--- config.mk ---
export PLATFORM = sky130hd
export DESIGN_NAME = fep_ctrl
export DESIGN_NICKNAME = d
export VERILOG_FILES = /design/src/common/fep_pkg.sv /design/src/fep_sync.sv /design/src/fep_ctrl.sv
export SDC_FILE = /design/constraint.sdc
export NUM_CORES = 1
export LEC_CHECK = 0
export ABC_AREA = 1
export BUFFER_PORTS_ARGS = -buffer_cell sky130_fd_sc_hd__buf_2
export CELL_PAD_IN_SITES_DETAIL_PLACEMENT = 1
export CELL_PAD_IN_SITES_GLOBAL_PLACEMENT = 2
export CORE_MARGIN = 2
export CORE_UTILIZATION = 35
export DETAILED_ROUTE_END_ITERATION = 16
export GPL_TIMING_DRIVEN = 0
export PLACE_DENSITY = 0.78
export SYNTH_ARGS = -nofsm -noshare
export SYNTH_HDL_FRONTEND = slang
export SYNTH_SLANG_ARGS = --single-unit
--- constraint.sdc ---
create_clock -name clk_sys -period 8.1 [get_ports clk_sys]
set_input_delay 0.81 -clock clk_sys [delete_from_list [all_inputs] [get_ports clk_sys]]
set_output_delay 0.81 -clock clk_sys [all_outputs]
set_load 0.005 [all_outputs]
--- src/common/fep_pkg.sv ---
// ****************************************************************
// Constants and types of the flash command controller
// ****************************************************************
package fep_pkg;
  // Clock rate
  localparam int CLK_MHZ = 50;
  localparam int CLK_NS = 20;
  // Pin timing in its own unit, then in cycles (minimums round up)
  localparam int WE_LOW_NS = 100;
  localparam int RD_ACC_NS = 120;
  localparam int RST_LOW_NS = 500;
  localparam int RST_REC_NS = 1000;
  localparam int PWRUP_MS = 10;
  localparam int WE_CYC = (WE_LOW_NS + CLK_NS - 1) / CLK_NS;
  localparam int RD_CYC = (RD_ACC_NS + CLK_NS - 1) / CLK_NS;
  localparam int RST_LOW_CYC = (RST_LOW_NS + CLK_NS - 1) / CLK_NS;
  localparam int RST_REC_CYC = (RST_REC_NS + CLK_NS - 1) / CLK_NS;
  localparam int PWRUP_CYC = PWRUP_MS * 1000 * CLK_MHZ;
  localparam int SYNC_CYC = 2;
  // Default poll limit, counted in polls of one full read cycle each
  localparam int POLL_LIMIT_DEF = 1000000000;
  // Last sub-step inside one bus cycle or reset phase
  localparam logic [7:0] WR_END = 8'(WE_CYC + 1);
  localparam logic [7:0] RD_END = 8'(RD_CYC + SYNC_CYC + 1);
  localparam logic [7:0] RL_END = 8'(RST_LOW_CYC - 1);
  localparam logic [7:0] RR_END = 8'(RST_REC_CYC - 1);
  // Command addresses and codes
  localparam logic [18:0] UNL_ADDR1 = 19'h05555;
  localparam logic [18:0] UNL_ADDR2 = 19'h02AAA;
  localparam logic [7:0] UNL_DATA1 = 8'hAA;
  localparam logic [7:0] UNL_DATA2 = 8'h55;
  localparam logic [7:0] CODE_ERASE = 8'h80;
  localparam logic [7:0] CODE_PROG = 8'hA0;
  localparam logic [7:0] CODE_IDENT = 8'h90;
  localparam logic [7:0] CODE_CHIP = 8'h10;
  localparam logic [7:0] CODE_SECT = 8'h30;
  localparam logic [7:0] CODE_LOCK = 8'h40;
  localparam logic [7:0] CODE_EXIT = 8'hF0;
  // Status bit positions on the flash data bus
  localparam int POLL_DATA_BIT = 7;
  localparam int TOGGLE_STATUS_BIT = 6;
  localparam int LOCK_STATUS_BIT = 0;
  // Operation codes in the control register
  localparam logic [2:0] OP_READ = 3'h0;
  localparam logic [2:0] OP_PROG = 3'h1;
  localparam logic [2:0] OP_CHIP = 3'h2;
  localparam logic [2:0] OP_SECT = 3'h3;
  localparam logic [2:0] OP_LOCK = 3'h4;
  localparam logic [2:0] OP_IDRD = 3'h5;
  localparam logic [2:0] OP_RESET = 3'h6;
  // Register word indexes (byte address is four times)
  localparam logic [2:0] REG_CTRL = 3'h0;
  localparam logic [2:0] REG_ADDR = 3'h1;
  localparam logic [2:0] REG_WDATA = 3'h2;
  localparam logic [2:0] REG_STATUS = 3'h3;
  localparam logic [2:0] REG_RDATA = 3'h4;
  // Register fields
  localparam int CTRL_HV_BIT = 8;
  localparam int STS_BUSY = 0;
  localparam int STS_DONE = 1;
  localparam int STS_ERR = 2;
  localparam int STS_LOCK = 3;
  localparam int STS_CORRUPT = 4;
  localparam int STS_READY = 5;
  localparam int STS_POWER = 6;
  // Controller states
  typedef enum logic [2:0] {
    ST_POWER, ST_IDLE, ST_WR, ST_RD, ST_RSTLO, ST_RSTREC
  } fep_state_t;
  // Whole state of the controller
  typedef struct packed {
    fep_state_t st;
    logic [2:0] op;
    logic [2:0] idx;
    logic [7:0] cnt;
    logic [31:0] tmo;
    logic exitf;
    logic pfirst;
    logic prevtog;
    logic busy;
    logic done;
    logic err;
    logic lock;
    logic corrupt;
    logic hv;
    logic ack;
    logic [18:0] addr;
    logic [15:0] wdata;
    logic [15:0] rdata;
    logic [31:0] avrd;
    logic [18:0] fa;
    logic [15:0] dq_o;
    logic dq_oe;
    logic ce_n;
    logic oe_n;
    logic we_n;
    logic frst_n;
  } fep_regs_t;
  localparam fep_regs_t REGS_RST = '{st: ST_POWER, ce_n: 1'b1,
    oe_n: 1'b1, we_n: 1'b1, frst_n: 1'b1, default: '0};
endpackage

--- src/fep_sync.sv ---
`timescale 1ns/1ps
// ****************************************************************
// Two-flop synchroniser for the flash input pins
// ****************************************************************
module fep_sync #(
  parameter int W = 1
) (
  input wire logic clk_sys,
  input wire logic rst,
  input wire logic [W-1:0] d,
  output logic [W-1:0] q
);
  // First stage, read only by the second stage
  logic [W-1:0] meta_q;

  // Plain two-stage shift, no logic between the stages
  always_ff @(posedge clk_sys or posedge rst)
  begin
    if (rst)
    begin
      meta_q <= '0;
      q <= '0;
    end
    else
    begin
      meta_q <= d;
      q <= meta_q;
    end
  end
endmodule // fep_sync

--- src/fep_ctrl.sv ---
// Implementation choices: the address map and register access over Avalon-MM.
`timescale 1ns/1ps
module fep_ctrl
  import fep_pkg::*;
#(
  parameter int unsigned PWRUP_CYCLES = PWRUP_CYC,
  parameter int unsigned POLL_LIMIT = POLL_LIMIT_DEF
) (
  input wire logic clk_sys,
  input wire logic rst,
  input wire logic [2:0] avs_address,
  input wire logic avs_read,
  input wire logic avs_write,
  input wire logic [31:0] avs_writedata,
  output logic [31:0] avs_readdata,
  output logic avs_waitrequest,
  output logic [18:0] fl_addr,
  output logic [15:0] fl_dq_o,
  output logic fl_dq_oe,
  input wire logic [15:0] fl_dq_i,
  output logic fl_ce_n,
  output logic fl_oe_n,
  output logic fl_we_n,
  output logic fl_rst_n,
  output logic fl_hv_override,
  input wire logic fl_busy_n
);
  // ****************************************************************
  // Helpers
  // ****************************************************************
  fep_regs_t s_q, s_d; // Whole state and its next value
  logic [16:0] pin_s; // Synchronised busy pin and data bus
  logic [15:0] dq_s; // Synchronised data bus
  logic rdy_s; // Synchronised ready pin

  // Number of command writes ahead of the data phase
  function automatic logic [2:0] seq_len(input logic [2:0] op);
    case (op)
      OP_PROG: seq_len = 3'h4;
      OP_CHIP, OP_SECT, OP_LOCK: seq_len = 3'h6;
      OP_IDRD: seq_len = 3'h3;
      default: seq_len = 3'h0;
    endcase
  endfunction

  // Address and data of one command write, {addr, data}
  function automatic logic [34:0] cyc_word(input logic [2:0] op,
    input logic [2:0] idx, input logic exitf, input logic [18:0] a,
    input logic [15:0] d);
    logic [7:0] code;
    code = (op == OP_PROG) ? CODE_PROG :
      (op == OP_IDRD) ? CODE_IDENT : CODE_ERASE;
    // Single-write exit, any address will do
    if (exitf)
      cyc_word = {a, 8'h00, CODE_EXIT};
    else
      case (idx)
        3'h0, 3'h3: cyc_word = (op == OP_PROG && idx == 3'h3) ?
          {a, d} : {UNL_ADDR1, 8'h00, UNL_DATA1};
        3'h1, 3'h4: cyc_word = {UNL_ADDR2, 8'h00, UNL_DATA2};
        3'h2: cyc_word = {UNL_ADDR1, 8'h00, code};
        3'h5: cyc_word = (op == OP_SECT) ? {a, 8'h00, CODE_SECT} :
          {UNL_ADDR1, 8'h00,
           (op == OP_LOCK) ? CODE_LOCK : CODE_CHIP};
        default: cyc_word = '0;
      endcase
  endfunction

  // Pins from outside are retimed before any logic looks at them
  fep_sync #(.W(17)) u_sync (
    .clk_sys(clk_sys),
    .rst(rst),
    .d({fl_busy_n, fl_dq_i}),
    .q(pin_s)
  );
  assign dq_s = pin_s[15:0];
  assign rdy_s = pin_s[16];

  // ****************************************************************
  // Next state
  // ****************************************************************
  // Bus slave first, sequencer after, so hardware sets win clears
  always_comb
  begin
    logic [34:0] w;
    logic start;
    w = '0;
    s_d = s_q;
    start = 1'b0;
    // One wait state on every access
    s_d.ack = (avs_read | avs_write) & ~s_q.ack;
    if (avs_read && !s_q.ack)
      case (avs_address)
        REG_CTRL: s_d.avrd = {23'h0, s_q.hv, 5'h0, s_q.op};
        REG_ADDR: s_d.avrd = {13'h0, s_q.addr};
        REG_WDATA: s_d.avrd = {16'h0, s_q.wdata};
        REG_STATUS: s_d.avrd = {25'h0, s_q.st == ST_POWER, rdy_s,
          s_q.corrupt, s_q.lock, s_q.err, s_q.done, s_q.busy};
        REG_RDATA: s_d.avrd = {16'h0, s_q.rdata};
        default: s_d.avrd = '0; // Unmapped reads as zero
      endcase
    if (avs_write && s_q.ack)
      case (avs_address)
        REG_ADDR: s_d.addr = avs_writedata[18:0];
        REG_WDATA: s_d.wdata = avs_writedata[15:0];
        REG_STATUS:
        begin
          // Write one to clear
          if (avs_writedata[STS_DONE]) s_d.done = 1'b0;
          if (avs_writedata[STS_ERR]) s_d.err = 1'b0;
          if (avs_writedata[STS_CORRUPT]) s_d.corrupt = 1'b0;
        end
        REG_CTRL:
          // Reset may cut an operation short; others are dropped while busy
          if (s_q.st != ST_POWER && (!s_q.busy ||
              avs_writedata[2:0] == OP_RESET))
            start = 1'b1;
        default: ; // Unmapped writes ignored
      endcase
    if (start)
    begin
      s_d.op = avs_writedata[2:0];
      s_d.hv = avs_writedata[CTRL_HV_BIT];
      s_d.busy = 1'b1;
      s_d.done = 1'b0;
      s_d.err = 1'b0;
      s_d.idx = '0;
      s_d.cnt = '0;
      s_d.tmo = '0;
      s_d.exitf = 1'b0;
      s_d.pfirst = 1'b1;
      // The word being programmed is lost if reset hits it
      if (avs_writedata[2:0] == OP_RESET)
      begin
        s_d.corrupt = s_q.corrupt |
          (s_q.busy && s_q.op == OP_PROG);
        s_d.hv = 1'b0;
        s_d.st = ST_RSTLO;
      end
      else if (seq_len(avs_writedata[2:0]) == 3'h0)
        s_d.st = ST_RD;
      else
        s_d.st = ST_WR;
    end
    else
      case (s_q.st)
        // No command goes out before supply delay ends
        ST_POWER:
        begin
          s_d.tmo = s_q.tmo + 32'h1;
          if (s_q.tmo >= PWRUP_CYCLES - 1)
            s_d.st = ST_IDLE;
        end
        ST_IDLE: ;
        ST_WR:
        begin
          s_d.cnt = s_q.cnt + 8'h1;
          if (s_q.cnt == WR_END)
          begin
            s_d.cnt = '0;
            s_d.idx = s_q.idx + 3'h1;
            if (s_q.exitf)
            begin
              s_d.busy = 1'b0;
              s_d.done = 1'b1;
              s_d.st = ST_IDLE;
            end
            // Sequences run to their end unless a reset cuts them short
            else if (s_q.idx + 3'h1 < seq_len(s_q.op))
              s_d.st = ST_WR;
            else
              s_d.st = ST_RD;
          end
        end
        ST_RD:
        begin
          s_d.cnt = s_q.cnt + 8'h1;
          if (s_q.cnt == RD_END)
          begin
            s_d.cnt = '0;
            s_d.rdata = dq_s;
            if (s_q.op == OP_IDRD)
            begin
              s_d.lock = dq_s[LOCK_STATUS_BIT];
              s_d.exitf = 1'b1;
              s_d.st = ST_WR;
            end
            else if (s_q.op == OP_READ)
            begin
              s_d.busy = 1'b0;
              s_d.done = 1'b1;
              s_d.st = ST_IDLE;
            end
            // Toggle polling: done when bit six holds still
            else if (!s_q.pfirst &&
                dq_s[TOGGLE_STATUS_BIT] == s_q.prevtog)
            begin
              s_d.busy = 1'b0;
              s_d.done = 1'b1;
              s_d.hv = 1'b0;
              // Final word must match; a locked block will not
              if (s_q.op == OP_PROG && dq_s != s_q.wdata)
                s_d.err = 1'b1;
              if ((s_q.op == OP_CHIP || s_q.op == OP_SECT) &&
                  !dq_s[POLL_DATA_BIT])
                s_d.err = 1'b1;
              s_d.st = ST_IDLE;
            end
            else if (s_q.tmo >= POLL_LIMIT)
            begin
              s_d.busy = 1'b0;
              s_d.err = 1'b1;
              s_d.hv = 1'b0;
              s_d.st = ST_IDLE;
            end
            else
            begin
              s_d.pfirst = 1'b0;
              s_d.prevtog = dq_s[TOGGLE_STATUS_BIT];
              s_d.tmo = s_q.tmo + 32'h1;
            end
          end
        end
        ST_RSTLO:
        begin
          s_d.cnt = s_q.cnt + 8'h1;
          if (s_q.cnt == RL_END)
          begin
            s_d.cnt = '0;
            s_d.st = ST_RSTREC;
          end
        end
        // Device comes back in read mode after recovery
        ST_RSTREC:
        begin
          s_d.cnt = s_q.cnt + 8'h1;
          if (s_q.cnt == RR_END)
          begin
            s_d.busy = 1'b0;
            s_d.done = 1'b1;
            s_d.st = ST_IDLE;
          end
        end
        default: s_d.st = ST_IDLE;
      endcase
    // Pins follow the next state so they leave flip-flops cleanly
    w = cyc_word(s_d.op, s_d.idx, s_d.exitf, s_d.addr, s_d.wdata);
    s_d.frst_n = (s_d.st != ST_RSTLO);
    s_d.ce_n = !(s_d.st == ST_WR || s_d.st == ST_RD);
    // OE stays high through every write cycle
    s_d.oe_n = !(s_d.st == ST_RD && s_d.cnt != 8'h0);
    s_d.we_n = !(s_d.st == ST_WR && s_d.cnt != 8'h0 &&
      s_d.cnt < WR_END);
    // Drive data only while writing, never against a read
    s_d.dq_oe = (s_d.st == ST_WR);
    s_d.fa = (s_d.st == ST_WR) ? w[34:16] : s_d.addr;
    s_d.dq_o = (s_d.st == ST_WR) ? w[15:0] : '0;
  end

  // ****************************************************************
  // State register
  // ****************************************************************
  // Asynchronous reset loads constants only
  always_ff @(posedge clk_sys or posedge rst)
  begin
    if (rst)
      s_q <= REGS_RST;
    else
      s_q <= s_d;
  end

  assign avs_waitrequest = (avs_read | avs_write) & ~s_q.ack;
  assign avs_readdata = s_q.avrd;
  assign fl_addr = s_q.fa;
  assign fl_dq_o = s_q.dq_o;
  assign fl_dq_oe = s_q.dq_oe;
  assign fl_ce_n = s_q.ce_n;
  assign fl_oe_n = s_q.oe_n;
  assign fl_we_n = s_q.we_n;
  assign fl_rst_n = s_q.frst_n;
  assign fl_hv_override = s_q.hv;
endmodule // fep_ctrl

======== After elaboration in Yosys (flattened, before gate mapping) ========
Cells that the tools add are included.
cells by class
  bitwise gates (word level) .............. 9
  $lt $le $gt $ge ......................... 4
  equal/unequal tests ..................... 51
  add/subtract/negate cells ............... 3
  reductions and logical operators ........ 44
  muxes and demuxes ....................... 87
operators with widths
  cell                     number
  $mux W35                 4
  $pmux W35 S4             1
  $mux W32                 4
  $pmux W19 S5             1
  $mux W3                  22
  $pmux W32 S2             1
  $mux W47                 1
  $mux W45                 1
  $eq A3 B2 Y1 const B     13
  $mux W19                 2
  $eq A3 B3 Y1 const B     12
  $add A32 B1 Y32 const B  1
  $ge A32 B19 Y1 const B   1
  $ge A32 B30 Y1 const B   1
  $mux W16                 2
  $pmux W8 S4              1
  $ne A3 B3 Y1 const B     9
  $mux W1                  26
  $mux W2                  11
  $eq A3 B1 Y1 const B     6
  $pmux W3 S3              2
  $pmux W3 S6              1
  $ne A16 B16 Y1           1
  $logic_not A3 Y1         5
  other kinds (34)         69
storage, ports and cells
  input port bits ......................... 56
  flip-flop bits (word level) ............. 216
  output and inout bits ................... 74
  logic and storage cells ................. 226

======== Longest topological paths before layout ========
  depth after elaboration ................. 17
  depth in mapped cells ................... 17
  depth with buffers taken out ............ 16

======== By module ========
Synthesis repeated with hierarchy kept, for this count alone.
unflattened totals
  cells, all modules ...................... 1380
  area total of the unflattened synthesis .. 11099.4 µm²
by module, submodules not included
  module    seq. area each (µm²)  cells each  area an instance (µm²)  times used
  fep_ctrl  4234.1                1345        10244.8                 1
  fep_sync  850.8                 35          854.6                   1

======== Least setup slack after synthesis ========
Ideal clock, no wire load.
  kind .................................... in2reg
  from .................................... input port avs_address[2]
  to ...................................... register s_q (netlist bit fl_addr[14])
  data required time ...................... 7.984 ns
  data arrival time ....................... 2.271 ns
  slack ................................... 5.713 ns
  setup time .............................. 0.116 ns
  buffers on the path ..................... 2
  stages on the path ...................... 10
  path through ............................ buf_2 -> nor3_4 -> nand2_2 -> buf_2 -> o21ai_0 -> nand4_1 -> a21oi_1 -> a21oi_1 -> nand2_1 -> nand2_1
RTL lines
  element                 RTL line         RTL
  start: declaration      fep_ctrl.sv:11   input wire logic [2:0] avs_address,
  end signal: assignment  fep_ctrl.sv:267  s_q <= REGS_RST;
  end signal: assignment  fep_ctrl.sv:269  s_q <= s_d;
  end: declaration        fep_ctrl.sv:31   fep_regs_t s_q, s_d;

==> impl_metrics.py <==
metrics = {
    "floorplan": {
        "die_area_sq_um": 32900,
        "die_x_um": 181,
        "core_area_sq_um": 30700,
        "ios": 130,
        "row_count": 64,
        "die_h_um": 181,
        "initial_core_util_pct": 35.8,
    },
    "grt": {
        "antenna_found_initial": 0,
        "grt_start_max_net_pins": 73,
        "grt-ovfl-total": 0,
        "grt_use_total_pct": 22.5,
        "grt_pass1_wl_mm": 58.3,
        "grt_pass1_vias": 10019,
    },
    "pwr": {
        "leakage_uw": 0.00653,
        "p_per_area_nw_per_um2": 275,
        "ir_worst_vdd_v": 0.000146,
        "p_total_uw": 3580,
        "internal_power_uw": 2310,
        "sw_frac_of_total_pct": 35.6,
        "clockPowerShare_pct": 33.6,
        "combPwrFrac_pct": 29.3,
        "power_frac_seq_pct": 37.1,
        "p_switching_uw": 1270,
    },
    "synth": {
        "synthArstFlopShare_pct": 100,
        "synth.top_cell.area_share_pct": 45.3,
        "synth.largest_area_cell": "dfrtp_1",
        "yosysWarnings": 0,
        "syn_area_sq_um": 11000,
        "yosysUniqueCellTypes": 52,
        "synth-main-ff-cell": "dfrtp_1",
        "synth_edf_count": 0,
        "yosys-top-cells-count": "354 x nand2_1, 199 x dfrtp_1, 148 x inv_1",
        "seq_area_frac_synth_pct": 46.2,
        "synthCells": 1359,
        "syn_avg_cell_area_sq_um": 8.09,
        "synth.most_common_cell": "nand2_1",
        "synthTopCellsByArea": "dfrtp_1 45%, nand2_1 12%, buf_4 5.1%",
        "yosys_register_bits": 203,
    },
    "route": {
        "via_per_inst": 4.95,
        "dr_wl_met2_mm": 15.8,
        "met1Wirelength_mm": 18.1,
        "vias": 9484,
        "dr_wl_met3_mm": 1.61,
        "dr.pass1.iters": 5,
        "wire_per_inst_um": 18.8,
        "drc": 0,
        "routed_wl_mm": 36.1,
        "drt_iter0_markers": 578,
        "top_layer": "met4",
        "ant_nets": 0,
    },
    "clock_tree": {
        "cts_sinks": 203,
        "cts_tree": "yes",
        "cts_resized": 0,
        "cts.clk_slew.worst_paths_ns": 0.06,
        "holdBufCountCts": 0,
        "cts_root_buf": "clkbuf_16",
        "cts_buffer_depth": 3,
        "clk_latency_ns": 0.54,
        "post_cts_buffers": 0,
        "cts_made_buffers": 25,
        "htree_levels": 1,
    },
    "setup_path": {
        "worst-path-max-fanout": 10,
        "cp-start-kind": "flop",
        "worstPathRequired_ns": 8.55,
        "critPathBufInv": 2,
        "cp.arrival_ns": 3.71,
        "rrSetupSlack_ns": 4.85,
        "slowest_delay_ns": 0.51,
        "crit_path_end_kind": "flop",
        "critPathTopFamily": "simple AND/OR/NAND/NOR gates",
        "path_common_cell": "nand2_1",
        "crit_slowest_cell": "nor2_2",
        "crit_type": "flop to flop",
        "crit_path_cell_trace": "inv_1 -> nor3_1 -> nor2_1 -> ha_1 -> a21oi_1 -> nand3_1 -> a21oi_1 -> nand2_1 -> nand2_1 -> nand3_1 -> nor2_2 -> buf_4 -> nand2_1 -> nand2_1",
    },
    "placement": {
        "io_buffers": 102,
        "dp_cells": 1871,
        "dpl.hpwl_mm": 27.0,
        "gp_congestion": 0.823,
    },
    "run_status": {
        "status": "finished clean",
    },
    "timing": {
        "finClkSkew_ns": 0.0228,
        "max-slew-margin-rel_pct": 33.5,
        "setup_tns_ns": 0,
        "period_minus_slack_ns": 3.25,
        "finalHoldViolations": 0,
        "period_share_pct": 40.1,
        "rsz0062_at_grt": "false",
        "fmax_ghz": 0.308,
        "finalSetupViolations": 0,
        "report.final.slew_viol_count": 0,
        "tightest_slew_ns": 0.990,
    },
    "job": {
        "max_cap_violations": 0,
    },
    "min_path": {
        "min_path_type": "primary input to async pin",
    },
    "cells_and_area": {
        "fill_cells": 3808,
        "syn2layout_area_growth_pct": 18.2,
        "fin_nets": 1568,
        "utilization_pct": 42.3,
        "layout.cells.non_filler": 1917,
        "drive_above_1_share_pct": 20.5,
    },
}
## placed cells by master, fill, tap and decap left out, types with 6 or more instances in the layout
| cell | count |
|---|---|
| buf_4 | 75 |
| dfrtp_1 | 199 |
| o221ai_1 | 8 |
| nand2_2 | 7 |
| o21ai_0 | 73 |
| nand3_1 | 89 |
| inv_2 | 6 |
| mux2_2 | 26 |
| nor2_1 | 99 |
| nor4_1 | 7 |
| nor2_2 | 7 |
| xor2_1 | 26 |
| inv_1 | 147 |
| buf_2 | 119 |
| nand4_1 | 40 |
| a21oi_1 | 45 |
| ha_1 | 10 |
| clkbuf_1 | 17 |
| nor3_1 | 28 |
| nand2_1 | 354 |
| o21ai_1 | 7 |
| clkbuf_16 | 25 |
| xnor2_1 | 8 |
| conb_1 | 13 |
## path summary, 6_finish.rpt
path                                   from     endpoint  cells after the start
setup / recovery                   s_q[176]   fl_addr[6]                     14
hold / removal                          rst     s_q[165]                      2
setup reg to reg                   s_q[176]   fl_addr[6]                     14
hold reg to reg            u_sync.meta_q[8]  u_sync.q[8]                      0
max in group asynchronous               rst  fl_addr[13]                      4
min in group clk_sys       u_sync.meta_q[8]  u_sync.q[8]                      0
## metrics by stage
step / setup WS [ns] / area (sq um) / hold slack [ns]
floorplan: 1.76 / 11000 / 0.331
global placement: -0.906 / 12100 / 0.334
detailed placement: 4.80 / 12100 / 0.336
CTS: 4.87 / 13000 / 0.313
global route: 4.55 / 13000 / 0.316
finish: 4.85 / 13000 / 0.293
## flip-flops by register name (all words and copies together) (netlist names)
| register | count |
|---|---|
| fl_ce_n | 1 |
| fl_hv_override | 1 |
| avs_readdata | 19 |
| fl_dq_oe | 1 |
| fl_dq_o | 16 |
| fl_oe_n | 1 |
| fl_addr | 19 |
| fl_we_n | 1 |
| u_sync.q | 17 |
| u_sync.meta_q | 17 |
| s_q | 109 |
| fl_rst_n | 1 |
## power by group through the flow
stage | Clock [uW] | Combinational [uW] | Sequential (uW)
2_1_floorplan | 0 | 694 | 1300
3_3_place_gp | 0 | 1030 | 1340
3_5_place_dp | 0 | 1040 | 1340
4_1_cts | 1230 | 1060 | 1330
5_1_grt | 1280 | 1180 | 1350
6_report | 1200 | 1050 | 1330
## layer usage
metal / global-route usage [%] / vias up
li1: - / 4620
met1: 33.4 / 4652
met2: 35.1 / 182
met3: 3.20 / 30
met4: 4.16 / 0
met5: 0 / -
## cell type report
class                   instances  area (sq um)  share of cell area, %
multi-input cells             900          4640                   35.7
flip-flops and latches        203          5080                   39.1
repair buffers                104           566                   4.35
inverters                     158           602                   4.63
diodes                          2          5.00                 0.0385
well taps                     396           495                   3.81
clock buffers                  34           709                   5.46
plain buffers                 110           731                   5.62
clock inverters                10           169                   1.30
## cell families after synthesis
group                    count (synthesis)  share of synthesized area (%)
AND/OR/NAND/NOR                        658                           26.9
AO/OA/AOI/OAI                          159                           8.30
buffers and inverters                  268                           12.0
other                                    1                         0.0341
adder cells (fa/ha/maj)                 10                           1.14
flip-flops                             203                           46.2
multiplexers                            26                           2.66
XOR/XNOR                                34                           2.71
(Power assumes the default switching activity.)
